$ cat src/logic/bcwd_defines.svh
// offsets, field positions, reset values and limits of the window decode
`ifndef BCWD_DEFINES_SVH
`define BCWD_DEFINES_SVH
`define BCWD_SEL_OFF 8'h54
`define BCWD_MAX_CHANNEL_COUNT_OFF 8'h56
`define BCWD_MAXMOD_OFF 8'h57
`define BCWD_SEL_RESET 16'h0000
`define BCWD_SEL_WMASK 16'h01ff
`define BCWD_MAX_CHANNEL_COUNT_VAL 8'h04
`define BCWD_MAXMOD_VAL 8'h04
`define BCWD_CH_HI 8
`define BCWD_CH_LO 7
`define BCWD_SLOT_HI 6
`define BCWD_SLOT_LO 3
`define BCWD_FN_HI 2
`define BCWD_FN_LO 0
`define BCWD_LIMITED_TOP 4'h7
`define BCWD_NUM_SLOTS 64
`endif

$ cat src/logic/bcwd_pkg.sv
// types shared by the buffer config window decode
package bcwd_pkg;
    typedef enum logic [1:0] {
        BCWD_SRC_FSB,
        BCWD_SRC_SMBUS,
        BCWD_SRC_JTAG
    } bcwd_src_t;

    typedef struct packed {
        logic [1:0] channel;
        logic [3:0] slot;
        logic [2:0] func;
        logic [7:0] offset;
        logic write;
        logic [31:0] data;
    } bcwd_cmd_t;
endpackage : bcwd_pkg

$ cat src/logic/bcwd_window_decode.sv
// buffer configuration region and switching window decode
//
// Summary of operation
// - select register bits 8:7 pick the channel for the switching window
// - select register bits 6:3 pick the buffer slot for the window
// - select register bits 2:0 pick the buffer function for the window
// - channel count register is read-only and returns four
// - modules-per-channel register is read-only and returns four
// - the module limit applies only to slot codes 0 through 7
// - the region splits into 2 KB blocks, one buffer each
// - region hits become channel commands, gated by buffer presence
// - low 11 offset bits are function (3) then register offset (8)
// - offset bits 16:15 select channel, 32 KB per channel
// - offset bits 14:11 select slot 0 to F in 2 KB steps
// - absent buffers never receive a configuration command
// - window answers only SMBus and JTAG; processor bus is aborted except when a region hit makes the window busy
`include "bcwd_defines.svh"
`timescale 1ns/1ns
`default_nettype none
module bcwd_window_decode (
    input wire logic clk_in,                     // 20 MHz core clock
    input wire logic reset_in,                   // async, active high
    input wire logic cfg_req_in,                 // config register access
    input wire logic cfg_write_in,               // 1 write, 0 read
    input wire logic [7:0] cfg_addr_in,          // dword aligned offset
    input wire logic [3:0] cfg_be_in,            // byte enables
    input wire logic [31:0] cfg_wdata_in,        // write data
    output logic cfg_ack_out,                    // access done pulse
    output logic [31:0] cfg_rdata_out,           // read data
    input wire logic [39:17] buffer_region_base_in, // region base
    input wire logic [63:0] buffer_present_mask_in, // ch*16+slot
    input wire logic mm_req_in,                  // memory access request
    input wire logic [39:0] mm_addr_in,          // byte address
    input wire logic mm_write_in,                // 1 write
    input wire logic [31:0] mm_wdata_in,         // write data
    input wire logic win_req_in,                 // window function access
    input wire bcwd_pkg::bcwd_src_t win_src_in,  // access origin
    input wire logic [7:0] win_offset_in,        // register offset
    input wire logic win_write_in,               // 1 write
    input wire logic [31:0] win_wdata_in,        // write data
    output logic win_busy_out,                   // window request refused
    output logic cmd_valid_out,                  // channel command pulse
    output bcwd_pkg::bcwd_cmd_t cmd_out,         // channel command
    output logic drop_out,                       // suppressed access pulse
    output logic abort_out                       // master abort pulse
);
    logic [15:0] sel_q;
    logic [15:0] sel_wr;
    logic [31:0] rd_d;
    logic mm_hit;
    logic [1:0] mm_ch;
    logic [3:0] mm_slot;
    logic [2:0] mm_fn;
    logic [5:0] mm_idx;
    logic [5:0] win_idx;
    logic win_take;
    logic slot_ok_mm;
    logic slot_ok_win;
    logic go_mm;
    logic go_win;
    logic [1:0] win_ch;
    logic [3:0] win_slot;

    // ------------------------------------------------------------------
    // select register and read path
    // ------------------------------------------------------------------
    always_comb begin
        sel_wr = sel_q;
        if (cfg_be_in[0]) begin
            sel_wr[7:0] = cfg_wdata_in[7:0];
        end
        if (cfg_be_in[1]) begin
            sel_wr[15:8] = cfg_wdata_in[15:8];
        end
        sel_wr = sel_wr & `BCWD_SEL_WMASK;
    end

    always_ff @(posedge clk_in or posedge reset_in) begin
        if (reset_in) begin
            sel_q <= `BCWD_SEL_RESET;
        end else if (cfg_req_in && cfg_write_in &&
                     cfg_addr_in[7:2] == `BCWD_SEL_OFF >> 2) begin
            sel_q <= sel_wr;
        end
    end

    always_comb begin
        rd_d = 32'h0000_0000;
        if (cfg_addr_in[7:2] == `BCWD_SEL_OFF >> 2) begin
            rd_d = {`BCWD_MAXMOD_VAL, `BCWD_MAX_CHANNEL_COUNT_VAL, sel_q};
        end
    end

    always_ff @(posedge clk_in or posedge reset_in) begin
        if (reset_in) begin
            cfg_ack_out <= 1'b0;
            cfg_rdata_out <= 32'h0000_0000;
        end else begin
            cfg_ack_out <= cfg_req_in;
            if (cfg_req_in && !cfg_write_in) begin
                cfg_rdata_out <= rd_d;
            end
        end
    end

    // ------------------------------------------------------------------
    // region and window decode
    // ------------------------------------------------------------------
    assign mm_hit = mm_req_in && mm_addr_in[39:17] == buffer_region_base_in;
    assign mm_ch = mm_addr_in[16:15];
    assign mm_slot = mm_addr_in[14:11];
    assign mm_fn = mm_addr_in[10:8];
    assign mm_idx = {mm_ch, mm_slot};
    assign win_ch = sel_q[`BCWD_CH_HI:`BCWD_CH_LO];
    assign win_slot = sel_q[`BCWD_SLOT_HI:`BCWD_SLOT_LO];
    assign win_idx = {win_ch, win_slot};
    // slots 0-7 beyond the module count are unsupported
    assign slot_ok_mm = mm_slot > `BCWD_LIMITED_TOP ||
        {4'h0, mm_slot} < `BCWD_MAXMOD_VAL;
    assign slot_ok_win = win_slot > `BCWD_LIMITED_TOP ||
        {4'h0, win_slot} < `BCWD_MAXMOD_VAL;
    assign win_busy_out = win_req_in && mm_hit;
    assign win_take = win_req_in && !mm_hit;
    assign go_mm = mm_hit && buffer_present_mask_in[mm_idx] &&
        slot_ok_mm;
    assign go_win = win_take && win_src_in != bcwd_pkg::BCWD_SRC_FSB &&
        buffer_present_mask_in[win_idx] && slot_ok_win;

    always_ff @(posedge clk_in or posedge reset_in) begin
        if (reset_in) begin
            cmd_valid_out <= 1'b0;
            drop_out <= 1'b0;
            abort_out <= 1'b0;
        end else begin
            cmd_valid_out <= go_mm || go_win;
            abort_out <= win_take && win_src_in == bcwd_pkg::BCWD_SRC_FSB;
            drop_out <= (mm_hit && !go_mm) ||
                (win_take && win_src_in != bcwd_pkg::BCWD_SRC_FSB && !go_win);
        end
    end

    always_ff @(posedge clk_in or posedge reset_in) begin
        if (reset_in) begin
            cmd_out <= '0;
        end else if (go_mm) begin
            cmd_out <= {mm_ch, mm_slot, mm_fn, mm_addr_in[7:0],
                        mm_write_in, mm_wdata_in};
        end else if (go_win) begin
            cmd_out <= {win_ch, win_slot, sel_q[`BCWD_FN_HI:`BCWD_FN_LO],
                        win_offset_in, win_write_in, win_wdata_in};
        end
    end
endmodule : bcwd_window_decode
`default_nettype wire

$ cat config.mk
export PLATFORM = sky130hd
export DESIGN_NAME = bcwd_window_decode
export DESIGN_NICKNAME = d
export VERILOG_FILES = /design/src/logic/bcwd_pkg.sv /design/src/logic/bcwd_window_decode.sv
export VERILOG_INCLUDE_DIRS = /design/src /design/src/logic
export SDC_FILE = /design/constraint.sdc
export NUM_CORES = 1
export LEC_CHECK = 0
export BUFFER_PORTS_ARGS = -buffer_cell sky130_fd_sc_hd__buf_2
export CAP_MARGIN = 10
export CORE_AREA = 3 3 130 132
export CTS_BUF_LIST = sky130_fd_sc_hd__clkbuf_16
export DETAILED_ROUTE_END_ITERATION = 8
export DIE_AREA = 0 0 133 135
export SYNTH_ARGS = -nofsm -noshare
export SYNTH_HDL_FRONTEND = slang
export SYNTH_SLANG_ARGS = --single-unit
$ cat constraint.sdc
create_clock -name clk_in -period 5.55 [get_ports clk_in]
set_input_delay 1.11 -clock clk_in [delete_from_list [all_inputs] [get_ports clk_in]]
set_output_delay 1.11 -clock clk_in [all_outputs]
set_load 0.1 [all_outputs]
======== Word-level counts from Yosys, hierarchy flattened ========
Cells that the tools add are included.
storage, ports and cells
  logic and storage cells ................. 55
  register bits after elaboration ......... 95
operators by class
  reduce and logical (&&, ||, !) cells .... 27
  equal/unequal tests ..................... 2
  muxes and demuxes ....................... 7
  order comparisons ....................... 6
operators by type and width
  operator              number
  $mux W50              2
  $mux W27              1
  $eq A23 B23 Y1        1
  $logic_and A1 B1 Y1   14
  $lt A6 B7 Y1 const B  2
  $bmux W1 S6           2
  $gt A4 B3 Y1 const B  2
  $lt A4 B3 Y1 const B  2
  $eq A6 B5 Y1 const B  1
  $logic_not A1 Y1      4
  $logic_or A1 B1 Y1    4
  $reduce_and A2 Y1     2
  $reduce_bool A2 Y1    2
  $logic_not A2 Y1      1
  $mux W1               2

======== Depth between registers and ports, before layout ========
  word-level depth ........................ 10
  depth in mapped cells ................... 11
  gate-level depth less buffers ........... 7

======== Worst setup path after synthesis ========
OpenSTA, ideal clock, no wires.
  path type ............................... input -> output
  start ................................... input port buffer_region_base_in[21] (netlist bit)
  end ..................................... output port win_busy_out
  path slack .............................. 1.201 ns
  path buffers ............................ 0
  stages on the path ...................... 5
  required time ........................... 4.440 ns
  arrival ................................. 3.239 ns
  path through ............................ xor2_1 -> nor4_1 -> nand4_1 -> or3_1 -> nor2_1
between the ends
  longest elaborated chain between the ends .. 3
ends and longest elaborated chain
  element              RTL line                   RTL
  start, declared      bcwd_window_decode.sv:30   input wire logic [39:17] buffer_region_base_in,
  $eq A23 B23 Y1       bcwd_window_decode.sv:109  assign mm_hit = mm_req_in && mm_addr_in[39:17] == buffer_region_base_in;
  $logic_and A1 B1 Y1  bcwd_window_decode.sv:109
  $logic_and A1 B1 Y1  bcwd_window_decode.sv:122  assign win_busy_out = win_req_in && mm_hit;
  end, declared        bcwd_window_decode.sv:41   output logic win_busy_out,
Every way passes these cells.

======== Final worst setup path ========
  start ................................... input port buffer_region_base_in[22] (netlist bit)
  end ..................................... output port win_busy_out
The elaborated chain is that of the path after synthesis.

==> results.md <==
- Pwr dens: 363 nW/um^2
- Vias in the first global route: 4,601
- Crit Path Class: primary input to primary output
- Postcts setup bufs: 0
- # fillers: 1,615
- Pleak: 3.24 nW
- Post-route DRC: 0
- RSZ-0062 raised after global routing: no
- Die height: 135 um
- Worst setup endpoint: win_busy_out
- Htree depth: 3
- Clk_skew: 0.00745 ns
- Worst r2r src: sel_q[3]
- Total grt overflow: 0
- Design Area, Final: 6430 sq um
- Die extent in x: 133 um
- Worst r2r dst: cmd_out[49]
- Final std cells w/o fill: 979
- Core Rows: 46
- Setup slack, reg-to-reg: 2.20 ns
- Setup crit end kind: primary output
- First-pass GRT wire length: 23.4 mm
- Largest net degree at the start of global routing: 85
- Outcome: finished clean
- YS warnings: 0
- Count of cell types in the netlist: 50
- 1st-iter DRT viols: 146
- F_max: 0.251 GHz
- TritonCTS Buffers: 9
- Critical path fanouts, max: 3
- Post-DP HPWL: 11.9 mm
- Sequential area share after synthesis: 0.387
- Post-synth EDFFs: 0
- Setup TNS: 0 ns
- Worst IR drop on VDD: 0.231 mV
- Hold_ws: 0.501 ns
- Share of cells above drive strength 1: 0.459
- Post-Syn Area per Cell: 9.61 sq um
- Worst Setup SP: buffer_region_base_in[22]
- Final min period: 3.99 ns
- Initial Util: 0.298
- Routed wire per std cell: 15.5 um
- Final setup viols: 0
- Clk buf depth: 2
- Root Driver: clkbuf_16
- IO buf count: 291
- Initial antenna violation count: 0
- Final ANT Viol Nets: 0
- Max Slew Vio Count: 0
- Post-CTS Hold Buffers: 0
- Diodes inserted: 0
- Worst Reg-to-Reg Cells: 7
- Min-Delay Path Class: register to register
- CP startpoint kind: primary input
- Async SR Flop Fraction: 1.00
- Avg Vias per Cell: 4.76
- Fin nets: 1,012
- DRT Pass-1 Iters: 5
- Slew @ Worst Pin: 0.881 ns
- Post_cts resized: 0
- Die Area: 18,000 sq um
- Worst-Skew Late Latency: 0.33 ns
- Via count: 4,662
- # clock sinks: 73
- Period utilization: 0.719
- Final Wtd Congestion: 0.818
- Io pins: 340
- Area growth, synth to finish: 36.2%
- Placed Area: 6160 sq um
- Final hold viol count: 0
- Cell Area, Synth: 4720 sq um
- Crit path DAT: 2.88 ns
- Final wirelength: 15.2 mm
- Critical Path RT: 4.44 ns
- Yosys reg bits: 73
- Synth Flop Type: dfrtp_1
- CTS tree: done
- Slew margin rel.: 0.412
- Max Cap Viol: 0
- Mapped Cells: 491
- Total core area: 15,800 sq um
- Clk slew on worst S/H paths: 0.06 ns
- Placed Cells: 964
- Total track usage: 0.163
[per-layer routing]
metal | vias up | part of all wire | global-route usage | routed length (um)
li1 | 2261 | - | - | -
met5 | - | 0 | 0 | 0
met3 | 16 | 0.081 | 0.0443 | 1220
met2 | 221 | 0.51 | 0.292 | 7670
met4 | 0 | 0.016 | 0.0491 | 246
met1 | 2164 | 0.40 | 0.192 | 6040
[worst min-delay path by stage]
| stage | startpoint | endpoint | slack, ns | cells past startpoint |
|---|---|---|---|---|
| 6_report | cfg_rdata_out[7] | cfg_rdata_out[7] | 0.50 | 1 |
| 5_1_grt | cfg_rdata_out[0] | cfg_rdata_out[0] | 0.52 | 1 |
| 4_1_cts | cfg_rdata_out[7] | cfg_rdata_out[7] | 0.51 | 1 |
| 3_5_place_dp | cfg_rdata_out[0] | cfg_rdata_out[0] | 0.49 | 1 |
| 3_3_place_gp | cfg_rdata_out[18] | cfg_rdata_out[18] | 0.48 | 1 |
| 2_1_floorplan | sel_q[0] | cfg_rdata_out[0] | 0.48 | 1 |
[power by group]
| group | switching (W) | total, W | internal, W | leakage [nW] |
|---|---|---|---|---|
| combinational | 0.000905 | 0.00113 | 0.000223 | 2.18 |
| sequential | 0.0000540 | 0.000675 | 0.000621 | 0.945 |
| clock | 0.000226 | 0.000527 | 0.000301 | 0.124 |
| total | 0.00118 | 0.00233 | 0.00115 | 3.24 |
[cell type report]
class                           instances  area [sq um]  area share
Clock inverter                          6          45.0     0.00701
Sequential cell                        73          1830       0.284
Multi-Input combinational cell        377          2560       0.399
Tap cell                              216           270      0.0420
Timing Repair Buffer                  294          1480       0.230
Inverter                                4          16.3     0.00253
Clock buffer                            9           225      0.0350
[cell usage after synthesis (all sizes together), types with 3 or more instances]
library cell	n	share of area
xor2	18	0.033
nand2b	5	0.0066
nor2	57	0.045
nor2b	5	0.0066
inv	4	0.0032
mux2	12	0.029
o31ai	4	0.0064
mux4	24	0.11
or4	3	0.0064
xnor2	5	0.0093
nand4	3	0.0040
mux2i	12	0.025
buf	53	0.080
nor3	4	0.0042
dfrtp	73	0.39
nor4	10	0.015
nand3	6	0.0064
a22oi	3	0.0048
a22o	9	0.017
o22ai	3	0.0040
clkbuf	4	0.0034
nand2	97	0.077
a31oi	49	0.065
[stage by stage]
stage	worst slack [ns]	power [W]	util
after global routing	1.45	0.00244	0.406
after CTS	1.55	0.00236	0.406
final	1.56	0.00233	0.406
after detailed placement	1.34	0.00182	0.389
after floorplan	1.20	0.00159	-
after global placement	1.40	0.00181	0.389
[placed cells by master, fill, tap and decap left out, drive strengths merged, types with 3 or more instances in the layout]
cell / synthesis / layout
nand2b: 5 / 5
clkinv: 0 / 3
nand4: 3 / 3
nor4: 10 / 10
o22ai: 3 / 3
a22o: 9 / 9
buf: 53 / 294
inv: 4 / 4
clkinvlp: 0 / 3
conb: 1 / 21
or4: 3 / 3
nand2: 97 / 97
clkbuf: 4 / 9
nor3: 4 / 4
nor2: 57 / 57
mux4: 24 / 24
a22oi: 3 / 3
nor2b: 5 / 5
xnor2: 5 / 5
nand3: 6 / 6
dfrtp: 73 / 73
xor2: 18 / 18
mux2: 12 / 12
o31ai: 4 / 4
a31oi: 49 / 49
mux2i: 12 / 12
[worst max-delay path, cell delays in order]
cell,delay [ns]
buf_2,0.11
xor2_1,0.16
nor4_1,0.38
nand4_1,0.13
or3_1,0.43
nor2_1,0.12
buf_2,0.44
[state kept, by name, summed over array words and instances, names as in the netlist]
register	count
cfg_rdata_out	10
cmd_valid_out	1
drop_out	1
cfg_ack_out	1
sel_q	9
abort_out	1
cmd_out	50
[cell families (layout without fill, tap and decap cells)]
logic type | Yosys count | count (layout) | share of synthesized area
AOI/OAI and AO/OA | 84 | 84 | 0.124
xor gates and xnor gates | 23 | 23 | 0.0427
other | 1 | 21 | 0.000795
muxes | 48 | 48 | 0.169
buffers and inverters | 61 | 313 | 0.0870
DFF | 73 | 73 | 0.387
and+or+nand+nor | 201 | 201 | 0.190
Power figures use the tool's default switching activity.
